[config.mk]
export PLATFORM = sky130hd
export DESIGN_NAME = gwr_gpio
export DESIGN_NICKNAME = d
export VERILOG_FILES = /design/src/pkg/gwr_pkg.sv /design/src/gwr_gpio.sv
export VERILOG_INCLUDE_DIRS = /design/src /design/src/pkg
export SDC_FILE = /design/constraint.sdc
export NUM_CORES = 1
export LEC_CHECK = 0
export ABC_AREA = 0
export BUFFER_PORTS_ARGS = -buffer_cell sky130_fd_sc_hd__buf_2
export CAP_MARGIN = 20
export CORE_MARGIN = 4
export CORE_UTILIZATION = 50
export DETAILED_ROUTE_END_ITERATION = 12
export PLACE_DENSITY = 0.75
export SLEW_MARGIN = 15
export SYNTH_ARGS = -nofsm -noshare
export SYNTH_HDL_FRONTEND = slang
export SYNTH_SLANG_ARGS = --single-unit
[constraint.sdc]
create_clock -name ref_clk -period 3.1 [get_ports ref_clk]
set_clock_uncertainty 0.1 [all_clocks]
set_input_delay 0.31 -clock ref_clk [delete_from_list [all_inputs] [get_ports ref_clk]]
set_output_delay 0.31 -clock ref_clk [all_outputs]
set_load 0.01 [all_outputs]
[src/pkg/gwr_regs.svh]
// register offsets, field positions and reset values of the gpio block
// assumes a byte-addressed apb window of 256 bytes, one word per register
`ifndef GWR_REGS_SVH
`define GWR_REGS_SVH
`define GWR_PORT_STRIDE   8'h10
`define GWR_OFS_DATA      8'h00
`define GWR_OFS_DIR       8'h04
`define GWR_OFS_PULL      8'h08
`define GWR_OFS_WAKE_EN   8'h0C
`define GWR_OFS_DRV_AB    8'h40
`define GWR_OFS_DRV_CD    8'h44
`define GWR_OFS_REMAP     8'h48
`define GWR_OFS_WAKE_FLAG 8'h4C
`define GWR_PIN_MASK      32'h0F7F7FFF
`define GWR_DATA_RST      32'h0F7F7FFF
`define GWR_DIR_RST       32'h0F7F7FFF
`define GWR_DRV_AB_RST    8'h55
`define GWR_DRV_CD_RST    6'h15
`define GWR_REMAP_RX_EN   7
`define GWR_REMAP_SDO_HI  6
`define GWR_REMAP_SDO_LO  5
`define GWR_REMAP_SDI     4
`define GWR_REMAP_SCK     3
`define GWR_REMAP_SCS     2
`define GWR_REMAP_TX      1
`define GWR_REMAP_RX      0
`define GWR_PIN_PA1       1
`define GWR_PIN_PA3       3
`define GWR_PIN_PB3       11
`define GWR_PIN_PB4       12
`define GWR_PIN_PB5       13
`define GWR_PIN_PB6       14
`define GWR_PIN_PC2       18
`define GWR_PIN_PC3       19
`define GWR_PIN_PC4       20
`define GWR_PIN_PC5       21
`define GWR_PIN_PC6       22
`define GWR_PIN_PD1       25
`define GWR_PIN_PD2       26
`endif

[src/pkg/gwr_pkg.sv]
// types shared by the gpio block
// assumes gwr_regs.svh supplies the numeric constants
package gwr_pkg;
  typedef logic [1:0] gwr_level_t;
  typedef enum logic [1:0] {
    GWR_SDO_PC3   = 2'b00,
    GWR_SDO_PA1   = 2'b01,
    GWR_SDO_UNDEF = 2'b10,
    GWR_SDO_PC2   = 2'b11
  } gwr_sdo_sel_t;
endpackage : gwr_pkg

[src/gwr_gpio.sv]
// gpio ports a..d with wake-up, drive levels and serial pin remapping
// assumes an apb master on ref_clk and pins asynchronous to ref_clk
// Functional notes
// - falling edge on enabled port a pin during sleep wakes device
// - eight port a wake enables, one per pin, cleared at reset
// - direction bit one makes pin input, zero makes cmos output
// - data and direction registers reset to all ones, pins start as inputs
// - reading an input pin returns the live pin level
// - reading an output pin returns the data latch, not the pin
// - pin turned output without a data write drives high
// - bit set or clear is software read-modify-write of the whole byte
// - each drive field is two bits, 00 minimum to 11 maximum
// - first drive register holds b high, b low, a high, a low, reset level 1
// - second drive register holds d, c high, c low; bits 7..6 read zero
// - serial out goes to pc3, pa1 or pc2; code 10 undefined
// - serial in / i2c data on pc4 or pa3
// - serial clock / i2c clock on pc5 or pb6
// - slave select on pc6 or pb5
// - uart transmit on pd2 or pb3
// - uart receive on pd1 or pb4
// - remap bit 7 enables receive path; remap register resets to zero
// - shared function output outranks plain port output on a pin
// - pull-high per pin, effective only as input, cleared at reset
// - inputs are not latched, output data held until rewritten
`timescale 1ns/1ps
`include "gwr_regs.svh"
module gwr_gpio
  import gwr_pkg::*;
(
  input  wire logic        ref_clk,
  input  wire logic        rstn,
  input  wire logic        psel,
  input  wire logic        penable,
  input  wire logic        pwrite,
  input  wire logic [7:0]  paddr,
  input  wire logic [31:0] pwdata,
  output logic      [31:0] prdata,
  output logic             pready,
  output logic             pslverr,
  input  wire logic [7:0]  pa_in,
  output logic      [7:0]  pa_out,
  output logic      [7:0]  pa_oe,
  output logic      [7:0]  pa_pull,
  input  wire logic [6:0]  pb_in,
  output logic      [6:0]  pb_out,
  output logic      [6:0]  pb_oe,
  output logic      [6:0]  pb_pull,
  input  wire logic [6:0]  pc_in,
  output logic      [6:0]  pc_out,
  output logic      [6:0]  pc_oe,
  output logic      [6:0]  pc_pull,
  input  wire logic [3:0]  pd_in,
  output logic      [3:0]  pd_out,
  output logic      [3:0]  pd_oe,
  output logic      [3:0]  pd_pull,
  output logic      [3:0]  porta_drive_level,
  output logic      [3:0]  portb_drive_level,
  output logic      [3:0]  portc_drive_level,
  output logic      [1:0]  portd_drive_level,
  input  wire logic        sleep_mode,
  output logic             wake,
  input  wire logic        spi_sdo,
  input  wire logic        spi_sdo_oe,
  output logic             spi_sdi,
  input  wire logic        sda_out,
  input  wire logic        sda_oe,
  input  wire logic        sck_out,
  input  wire logic        sck_oe,
  output logic             sck_in,
  output logic             scs_in,
  input  wire logic        uart_tx,
  input  wire logic        uart_tx_oe,
  output logic             uart_rx
);

  logic [31:0] data;
  logic [31:0] dir;
  logic [31:0] pull;
  logic [7:0]  wake_en;
  logic [7:0]  wake_flag;
  logic [7:0]  drv_ab;
  logic [5:0]  drv_cd;
  logic [7:0]  remap;
  logic [31:0] pin_raw;
  logic [31:0] s1;
  logic [31:0] s2;
  logic [31:0] s3;
  logic [31:0] fo;
  logic [31:0] foe;
  logic [31:0] pin_o;
  logic [31:0] pin_oe;
  logic [31:0] pin_pu;
  logic [31:0] rd_val;
  logic        hit;
  logic        err;
  logic        acc;
  logic        wr;
  logic [7:0]  wake_evt;
  gwr_sdo_sel_t sdo_sel;

  // pin synchroniser
  assign pin_raw = {4'h0, pd_in, 1'b0, pc_in, 1'b0, pb_in, pa_in};
  always_ff @(posedge ref_clk or negedge rstn) begin
    if (!rstn) begin
      s1 <= 32'h0;
      s2 <= 32'h0;
      s3 <= 32'h0;
    end else begin
      s1 <= pin_raw;
      s2 <= s1 & `GWR_PIN_MASK;
      s3 <= s2;
    end
  end

  // apb access
  assign acc     = psel && penable;
  assign wr      = acc && pwrite && hit;
  assign pready  = acc;
  assign pslverr = acc && err;

  always_comb begin
    rd_val = 32'h0;
    hit    = 1'b1;
    unique case (paddr)
      `GWR_OFS_DRV_AB:    rd_val = {24'h0, drv_ab};
      `GWR_OFS_DRV_CD:    rd_val = {26'h0, drv_cd};
      `GWR_OFS_REMAP:     rd_val = {24'h0, remap};
      `GWR_OFS_WAKE_FLAG: rd_val = {24'h0, wake_flag};
      `GWR_OFS_WAKE_EN:   rd_val = {24'h0, wake_en};
      default: begin
        hit = 1'b0;
        for (int p = 0; p < 4; p++) begin
          if (paddr == 8'(p * 16) + `GWR_OFS_DATA) begin
            // input reads live pin, output reads latch
            rd_val = {24'h0, (dir[p*8 +: 8] & s2[p*8 +: 8])
                           | (~dir[p*8 +: 8] & data[p*8 +: 8])};
            hit = 1'b1;
          end
          if (paddr == 8'(p * 16) + `GWR_OFS_DIR) begin
            rd_val = {24'h0, dir[p*8 +: 8]};
            hit = 1'b1;
          end
          if (paddr == 8'(p * 16) + `GWR_OFS_PULL) begin
            rd_val = {24'h0, pull[p*8 +: 8]};
            hit = 1'b1;
          end
        end
      end
    endcase
  end

  // read data and error captured in the setup cycle
  always_ff @(posedge ref_clk or negedge rstn) begin
    if (!rstn) begin
      prdata <= 32'h0;
      err    <= 1'b0;
    end else if (psel && !penable) begin
      prdata <= pwrite ? 32'h0 : rd_val;
      err    <= !hit;
    end
  end

  // per-port data, direction and pull registers
  for (genvar p = 0; p < 4; p++) begin : g_port
    localparam logic [7:0] BASE = 8'(p * 16);
    localparam logic [7:0] MSK  = 8'(`GWR_PIN_MASK >> (p * 8));
    always_ff @(posedge ref_clk or negedge rstn) begin
      if (!rstn) begin
        data[p*8 +: 8] <= 8'(`GWR_DATA_RST >> (p * 8));
        dir[p*8 +: 8]  <= 8'(`GWR_DIR_RST >> (p * 8));
        pull[p*8 +: 8] <= 8'h00;
      end else if (wr) begin
        if (paddr == BASE + `GWR_OFS_DATA)
          data[p*8 +: 8] <= pwdata[7:0] & MSK;
        if (paddr == BASE + `GWR_OFS_DIR)
          dir[p*8 +: 8] <= pwdata[7:0] & MSK;
        if (paddr == BASE + `GWR_OFS_PULL)
          pull[p*8 +: 8] <= pwdata[7:0] & MSK;
      end
    end
  end

  // drive levels, remap and wake enable
  always_ff @(posedge ref_clk or negedge rstn) begin
    if (!rstn) begin
      drv_ab  <= `GWR_DRV_AB_RST;
      drv_cd  <= `GWR_DRV_CD_RST;
      remap   <= 8'h00;
      wake_en <= 8'h00;
    end else if (wr) begin
      if (paddr == `GWR_OFS_DRV_AB)
        drv_ab <= pwdata[7:0];
      if (paddr == `GWR_OFS_DRV_CD)
        drv_cd <= pwdata[5:0];
      if (paddr == `GWR_OFS_REMAP)
        remap <= pwdata[7:0];
      if (paddr == `GWR_OFS_WAKE_EN)
        wake_en <= pwdata[7:0];
    end
  end

  assign porta_drive_level = drv_ab[3:0];
  assign portb_drive_level = drv_ab[7:4];
  assign portc_drive_level = drv_cd[3:0];
  assign portd_drive_level = drv_cd[5:4];

  // wake detection, sticky flags cleared by writing one
  assign wake_evt = s3[7:0] & ~s2[7:0] & wake_en & {8{sleep_mode}};
  always_ff @(posedge ref_clk or negedge rstn) begin
    if (!rstn) begin
      wake      <= 1'b0;
      wake_flag <= 8'h00;
    end else begin
      wake <= |wake_evt;
      if (wr && paddr == `GWR_OFS_WAKE_FLAG)
        wake_flag <= (wake_flag & ~pwdata[7:0]) | wake_evt;
      else
        wake_flag <= wake_flag | wake_evt;
    end
  end

  // shared function outputs
  assign sdo_sel = gwr_sdo_sel_t'(remap[`GWR_REMAP_SDO_HI:`GWR_REMAP_SDO_LO]);
  always_comb begin
    fo  = 32'h0;
    foe = 32'h0;
    unique case (sdo_sel)
      GWR_SDO_PC3: begin
        fo[`GWR_PIN_PC3]  = spi_sdo;
        foe[`GWR_PIN_PC3] = spi_sdo_oe;
      end
      GWR_SDO_PA1: begin
        fo[`GWR_PIN_PA1]  = spi_sdo;
        foe[`GWR_PIN_PA1] = spi_sdo_oe;
      end
      GWR_SDO_PC2: begin
        fo[`GWR_PIN_PC2]  = spi_sdo;
        foe[`GWR_PIN_PC2] = spi_sdo_oe;
      end
      GWR_SDO_UNDEF: fo = 32'h0;
    endcase
    if (remap[`GWR_REMAP_SDI]) begin
      fo[`GWR_PIN_PA3]  = sda_out;
      foe[`GWR_PIN_PA3] = sda_oe;
    end else begin
      fo[`GWR_PIN_PC4]  = sda_out;
      foe[`GWR_PIN_PC4] = sda_oe;
    end
    if (remap[`GWR_REMAP_SCK]) begin
      fo[`GWR_PIN_PB6]  = sck_out;
      foe[`GWR_PIN_PB6] = sck_oe;
    end else begin
      fo[`GWR_PIN_PC5]  = sck_out;
      foe[`GWR_PIN_PC5] = sck_oe;
    end
    if (remap[`GWR_REMAP_TX]) begin
      fo[`GWR_PIN_PB3]  = uart_tx;
      foe[`GWR_PIN_PB3] = uart_tx_oe;
    end else begin
      fo[`GWR_PIN_PD2]  = uart_tx;
      foe[`GWR_PIN_PD2] = uart_tx_oe;
    end
  end

  // pin drive: shared function wins over port latch
  assign pin_oe = (foe | ~dir) & `GWR_PIN_MASK;
  assign pin_o  = (foe & fo) | (~foe & data);
  assign pin_pu = pull & dir & ~foe;
  assign pa_out  = pin_o[7:0];
  assign pa_oe   = pin_oe[7:0];
  assign pa_pull = pin_pu[7:0];
  assign pb_out  = pin_o[14:8];
  assign pb_oe   = pin_oe[14:8];
  assign pb_pull = pin_pu[14:8];
  assign pc_out  = pin_o[22:16];
  assign pc_oe   = pin_oe[22:16];
  assign pc_pull = pin_pu[22:16];
  assign pd_out  = pin_o[27:24];
  assign pd_oe   = pin_oe[27:24];
  assign pd_pull = pin_pu[27:24];

  // shared function inputs
  always_ff @(posedge ref_clk or negedge rstn) begin
    if (!rstn) begin
      spi_sdi <= 1'b1;
      sck_in  <= 1'b1;
      scs_in  <= 1'b1;
      uart_rx <= 1'b1;
    end else begin
      spi_sdi <= remap[`GWR_REMAP_SDI] ? s2[`GWR_PIN_PA3]
                                       : s2[`GWR_PIN_PC4];
      sck_in  <= remap[`GWR_REMAP_SCK] ? s2[`GWR_PIN_PB6]
                                       : s2[`GWR_PIN_PC5];
      scs_in  <= remap[`GWR_REMAP_SCS] ? s2[`GWR_PIN_PB5]
                                       : s2[`GWR_PIN_PC6];
      if (!remap[`GWR_REMAP_RX_EN])
        uart_rx <= 1'b1;
      else
        uart_rx <= remap[`GWR_REMAP_RX] ? s2[`GWR_PIN_PB4]
                                        : s2[`GWR_PIN_PD1];
    end
  end
endmodule : gwr_gpio

==> results of run 1 <==
worst paths after layout:
| path | from | endpoint | cells after the start |
|---|---|---|---|
| max | pwrite | data[16] | 7 |
| min | pwdata[7] | pull[7] | 2 |
| max reg2reg | data[3] | prdata[3] | 5 |
| min reg2reg | s1[0] | s2[0] | 0 |
| max in group asynchronous | rstn | scs_in | 3 |
| min in group asynchronous | rstn | s1[14] | 2 |
area by class of cell:
class | instances | area [um2] | area share (%)
Clock inverter | 14 | 155 | 1.44
Sequential cell | 190 | 4830 | 44.7
Inverter | 19 | 71.3 | 0.660
Tap cell | 225 | 282 | 2.60
Clock buffer | 18 | 439 | 4.06
Antenna cell | 2 | 5.00 | 0.0463
Multi-Input combinational cell | 513 | 3770 | 34.9
Timing Repair Buffer | 209 | 1250 | 11.6
metrics by stage:
stage / instance area, um2 / cells / worst slack, ns / total power, mW
global route: 10800 / 1190 / 0.671 / 5.31
CTS: 10800 / 1188 / 0.805 / 5.16
floorplan: 9150 / 800 / 1.05 / 2.76
finish: 10800 / 1190 / 0.747 / 5.13
detailed placement: 9930 / 1128 / 0.452 / 2.92
global placement: 9930 / 1128 / 0.484 / 2.91
repair_timing:
item                      4_1_cts  5_1_grt
hold endpoints to repair       74        0
hold buffers                   28        0
gates resized for setup         0        0
layout by cell type, fill, tap and decap left out, drive strengths merged, types with 4 or more instances in the layout:
cell type    netlist  final
nand2b             8      8
o21ai             45     45
a221oi             4      4
buf               60    180
dlygate4sd3        0     28
and2              21     21
or4                4      4
and3              12     12
nand3              6      6
a21oi             35     35
o21a               4      4
inv               19     25
nand2             68     68
nor2              42     42
o22ai              9      9
mux2             126    126
nand4b             6      6
a32oi              6      6
clkbuf            18     19
dfrtp            127    127
nor3               8      8
dfstp             63     63
mux2i             17     17
nor2b              5      5
conb               1     24
a22oi              6      6
metal layers:
layer,vias up,share of wire [%],GRT usage (%)
met5,-,0,0
met4,0,2.8,8.15
met3,51,8.9,6.36
met2,339,46,39.4
met1,3430,43,36.4
li1,3073,-,-
where the power goes:
| part | total [mW] | internal [mW] | switching [mW] |
|---|---|---|---|
| clock network | 2.23 | 1.23 | 1.00 |
| registers | 2.56 | 2.54 | 0.0268 |
| logic | 0.343 | 0.115 | 0.228 |
| total | 5.13 | 3.88 | 1.26 |
kinds of logic after synthesis:
| group | count (synthesis) | share of synthesized area [%] |
|---|---|---|
| and+or+nand+nor | 200 | 12.5 |
| DFF | 190 | 53.3 |
| AOI/OAI and AO/OA | 146 | 10.5 |
| muxes | 143 | 17.5 |
| buffers and inverters | 97 | 6.03 |
| other | 1 | 0.0414 |
sequential cells by signal, summed over array words and instances (netlist names):
name,cells
data,26
dir,26
pull,26
s1,26
s2,26
drv_ab,8
prdata,8
remap,8
s3,8
wake_en,8
wake_flag,8
drv_cd,6
err,1
sck_in,1
scs_in,1
spi_sdi,1
uart_rx,1
wake,1
cell usage after synthesis (all sizes together) (3+ instances only):
cell type	instances
or2	3
or4	4
and2	21
a21oi	35
and3	12
dfrtp	127
dfstp	63
nor2	42
nand2b	8
nor2b	5
a32oi	6
o21ai	45
nand2	68
nand3b	3
nand4b	6
inv	19
a32o	3
mux2	126
o31ai	3
o211ai	3
a221oi	4
clkbuf	18
nand3	6
a311oi	3
a31oi	3
o21a	4
o22ai	9
mux2i	17
buf	60
a22oi	6
nor3	8
==> summary.md, run 1 <==
| Metric | Value |
|---|---|
| Status | `completed` |
| WP buf/inv | `2` |
| Nets | `1030` |
| # rows | `48` |
| CP Max Fanout | `7` |
| Post-DRT Antenna Nets | `0` |
| Clock buffer depth | `2` |
| Post-DP HPWL | `18800 um` |
| Iter 0 DRT Violations | `640` |
| Worst Hold Class | `in2reg` |
| Peak Freq | `425 MHz` |
| Crit. End Element | `flop` |
| Total Wirelength | `26000 um` |
| Clk root buf | `clkbuf_16` |
| GRT overflow | `0` |
| Largest delay contributor family on the critical path | `simple AND/OR/NAND/NOR gates` |
| Gr usage total | `25.7%` |
| Share of layout cells above drive strength 1 | `44.7%` |
| CTS H-Tree Depth | `4` |
| Synthesized cell area | `9060 um2` |
| Reg2reg setup slack | `1.05 ns` |
| Main flop type after synthesis | `dfrtp_1` |
| IO Port Bufs | `162` |
| Min Tclk post-route | `2.35 ns` |
| Core ar. | `17500 um2` |
| Syn. warnings | `0` |
| Post-CTS Setup Bufs | `0` |
| Final Wtd Congestion | `0.980` |
| Synth top area share | `35.1%` |
| Filler Cell Count | `1448` |
| Post-Syn Area per Cell | `11.7 um2` |
| Via count | `6893` |
| Initial Util | `51.7%` |
| Die area | `20300 um2` |
| Yosys top cell by area | `dfrtp_1` |
| Worst-Margin Slew | `0.646 ns` |
| Sequential-to-total area share from yosys stat | `53.3%` |
| P&R area growth vs syn | `19.3%` |
| Worst Path Arrival | `2.62 ns` |
| Unrepaired setup endpoints after global routing | `no` |
| Vias/cell | `5.79` |
| Kind of critical path | `in2reg` |
| Final core occ | `61.7%` |
| TritonCTS Buffers | `17` |
| Hold violation count in the final report | `0` |
| Hold slack | `0.117 ns` |
| Top cells by area, synth | `dfrtp_1 (35%), dfstp_2 (18%), mux2_2 (16%)` |
| CTS tree | `built` |
| Fraction of registers with async set/reset | `100%` |
| Distinct cells, synth | `72` |
| Die Y | `143 um` |
| Biggest cell delay along the critical path | `0.56 ns` |
| Period utilisation layout | `75.9%` |
| Clk Latency, worst-skew pair | `0.44 ns` |
| Required time worst endpoint | `3.37 ns` |
| FF+latch count, synth | `190` |
| Maximum number of pins on one net before global-route repair | `78` |
| Wirelength per Cell | `21.9 um` |
| Slowest cell on the critical path | `dlygate4sd3_1` |
| Final setup violation count | `0` |
| P_leak | `4.91 nW` |
| Pwr dens | `475 nW/um2` |
| Max Cap Violations | `0` |
| Residual DRC | `0` |
| Peak VDD IR | `0.399 mV` |
| Setup Total Neg Slack | `0 ns` |
| Chip width | `143 um` |
| Worst-path cell chain | `dlygate4sd3_1, buf_2, nand3_1, a21oi_4, nand2_2, nor2_2, mux2_2` |
| Ports | `211` |
| Vias in the first global route | `6770` |
| Post-Synthesis Cells | `777` |
| First-pass DRT Iterations | `5` |
| Post-synth EDFFs | `0` |
| Number of antenna violations at the first check in global routing | `2` |
| Max-slew violations | `0` |
| First-pass GRT wire length | `39400 um` |
| Type of origin of the critical path | `input port` |
| Clock sinks | `190` |
| Slew HR | `56.9%` |
| Clock transition at the registers of the reported paths | `0.07 ns` |
Note: power is estimated with default switching activity, not from simulation.
==> inputs of run 2 (changes only) <==
--- a/config.mk
+++ b/config.mk
@@ -10,9 +10,9 @@
 export BUFFER_PORTS_ARGS = -buffer_cell sky130_fd_sc_hd__buf_2
 export CAP_MARGIN = 20
 export CORE_MARGIN = 4
-export CORE_UTILIZATION = 50
+export CORE_UTILIZATION = 49
 export DETAILED_ROUTE_END_ITERATION = 12
-export PLACE_DENSITY = 0.75
+export PLACE_DENSITY = 0.77
 export SLEW_MARGIN = 15
 export SYNTH_ARGS = -nofsm -noshare
 export SYNTH_HDL_FRONTEND = slang
==> constraint.sdc (replaced) <==
create_clock -name ref_clk -period 2.1 [get_ports ref_clk]
set_clock_uncertainty 0.1 [all_clocks]
set_input_delay 0.21 -clock ref_clk [delete_from_list [all_inputs] [get_ports ref_clk]]
set_output_delay 0.21 -clock ref_clk [all_outputs]
set_load 0.01 [all_outputs]
==> summary.md, run 2 (synthesized netlist as in run 1, its figures left out) <==
| Metric | Value |
|---|---|
| TritonCTS Buffers | `17 (unchanged)` |
| P_leak | `5.23 nW (was 4.91 nW)` |
| P&R area growth vs syn | `25.6% (was 19.3%)` |
| Worst Hold Launch | `pwdata[7] (unchanged)` |
| Ports | `211 (unchanged)` |
| Nets | `1096 (was 1030)` |
| # rows | `49 (was 48)` |
| CP Max Fanout | `5 (was 7)` |
| Type of origin of the critical path | `input port (unchanged)` |
| CTS tree | `built (unchanged)` |
| First-pass GRT wire length | `41200 um (was 39400 um)` |
| Post-CTS Setup Bufs | `0 (unchanged)` |
| Clock transition at the registers of the reported paths | `0.07 ns (about the same)` |
| Clk root buf | `clkbuf_16 (unchanged)` |
| Residual DRC | `0 (unchanged)` |
| Setup Total Neg Slack | `0 ns (unchanged)` |
| Kind of critical path | `in2reg (unchanged)` |
| Die area | `20700 um2 (was 20300 um2)` |
| Core ar. | `18100 um2 (was 17500 um2)` |
| Share of layout cells above drive strength 1 | `47.7% (was 44.7%)` |
| Vias/cell | `5.67 (was 5.79)` |
| Period utilisation layout | `96.1%` |
| Hold slack | `0.0256 ns (was 0.117 ns)` |
| GRT overflow | `0 (unchanged)` |
| Wirelength per Cell | `21.4 um (was 21.9 um)` |
| Total Wirelength | `27000 um (was 26000 um)` |
| Worst Hold Class | `in2reg (unchanged)` |
| Post-DRT Antenna Nets | `0 (unchanged)` |
| Final core occ | `63.0% (was 61.7%)` |
| Clock buffer depth | `2 (unchanged)` |
| Peak Freq | `496 MHz` |
| Setup crit start | `pwrite (unchanged)` |
| Min Tclk post-route | `2.02 ns` |
| Tot Pwr | `7.37 mW (was 5.13 mW)` |
| IO Port Bufs | `162 (unchanged)` |
| Max-slew violations | `0 (unchanged)` |
| Crit. End Element | `flop (unchanged)` |
| First-pass DRT Iterations | `6 (was 5)` |
| Slew HR | `65.0% (was 56.9%)` |
| Commonest non-fill, non-tap cell in the layout | `buf_2 (unchanged)` |
| Fin cells | `1261 (was 1190)` |
| Iter 0 DRT Violations | `569 (was 640)` |
| Hold violation count in the final report | `0 (unchanged)` |
| Worst-Margin Slew | `0.525 ns (was 0.646 ns)` |
| Required time worst endpoint | `2.36 ns (was 3.37 ns)` |
| Maximum number of pins on one net before global-route repair | `63 (was 78)` |
| Clock sinks | `190 (unchanged)` |
| Peak VDD IR | `0.586 mV (was 0.399 mV)` |
| Status | `completed (unchanged)` |
| Final Wtd Congestion | `0.971 (was 0.980)` |
| Worst Path Arrival | `2.28 ns (was 2.62 ns)` |
| Commonest non-fill, non-tap cells in the layout | `buf_2 (161), dfrtp_1 (127), mux2_2 (126) (unchanged)` |
| Unrepaired setup endpoints after global routing | `no (unchanged)` |
| Die Y | `144 um (was 143 um)` |
| Initial Util | `50.1% (was 51.7%)` |
| Chip width | `144 um (was 143 um)` |
| CTS H-Tree Depth | `4 (unchanged)` |
| Via count | `7151 (was 6893)` |
| Pwr dens | `647 nW/um2 (was 475 nW/um2)` |
| Post-DP HPWL | `19900 um (was 18800 um)` |
| Placed Cells | `1198 (was 1128)` |
| Clk Latency, worst-skew pair | `0.43 ns (was 0.44 ns)` |
| Gr usage total | `26.6% (was 25.7%)` |
| Max Cap Violations | `0 (unchanged)` |
| RR Startpoint | `data[1] (was data[3])` |
| Vias in the first global route | `7119 (was 6770)` |
| Number of antenna violations at the first check in global routing | `5 (was 2)` |
| Final setup violation count | `0 (unchanged)` |
run 2: per-stage QoR:
stage / cell area, um2 / setup WS (ns)
after CTS: 11400 / 0.0968
final: 11400 / 0.0825
after floorplan: 9150 / 0.147
after global routing: 11400 / 0.0134
after detailed placement: 10600 / -0.145
after global placement: 10600 / -0.184
run 2: report_power, final:
part	switching [mW]	internal, mW	total, mW
registers	0.0388	3.75	3.78
clock network	1.40	1.62	3.01
logic	0.352	0.221	0.573
run 2: critical path, stage by stage:
cell and delay [ns]:
dlygate4sd3_1 0.55, buf_2 0.16, nand3_1 0.14, a21oi_4 0.24, nand2_2 0.23, nor2_2 0.22
buf_4 0.19, mux2_2 0.35
run 2: path summary, 6_finish.rpt:
path | to | slack [ns] | depth (start not counted)
max | data[19] | 0.08 | 8
min | drv_ab[7] | 0.03 | 2
max reg2reg | prdata[1] | 0.10 | 5
min reg2reg | s2[3] | 0.25 | 0
max in group asynchronous | dir[26] | 0.98 | 3
min in group asynchronous | pull[14] | 0.23 | 2
run 2: per-layer routing:
metal / wire length [um] / track usage, % / vias to the layer above
met5: 21 / 0 / -
met4: 768 / 10.2 / 4
met3: 2150 / 6.51 / 57
met2: 12500 / 40.6 / 321
met1: 11600 / 37.1 / 3566
li1: - / - / 3203
run 2: area by class of cell:
type,count,area [um2]
Tap cell,229,287
Antenna cell,3,7.51
Sequential cell,190,4830
Multi-Input combinational cell,513,3770
Clock buffer,25,485
Timing Repair Buffer,275,1880
Inverter,19,71.3
Clock inverter,7,56.3
Fill cell,1471,6700
run 2: what timing repair did:
| item | 4_1_cts | 5_1_grt |
|---|---|---|
| endpoints found under the setup margin | 0 | 1 |
| hold endpoints to repair | 60 | 0 |
| hold buffers | 28 | 0 |
| gates resized for setup | 0 | 1 |
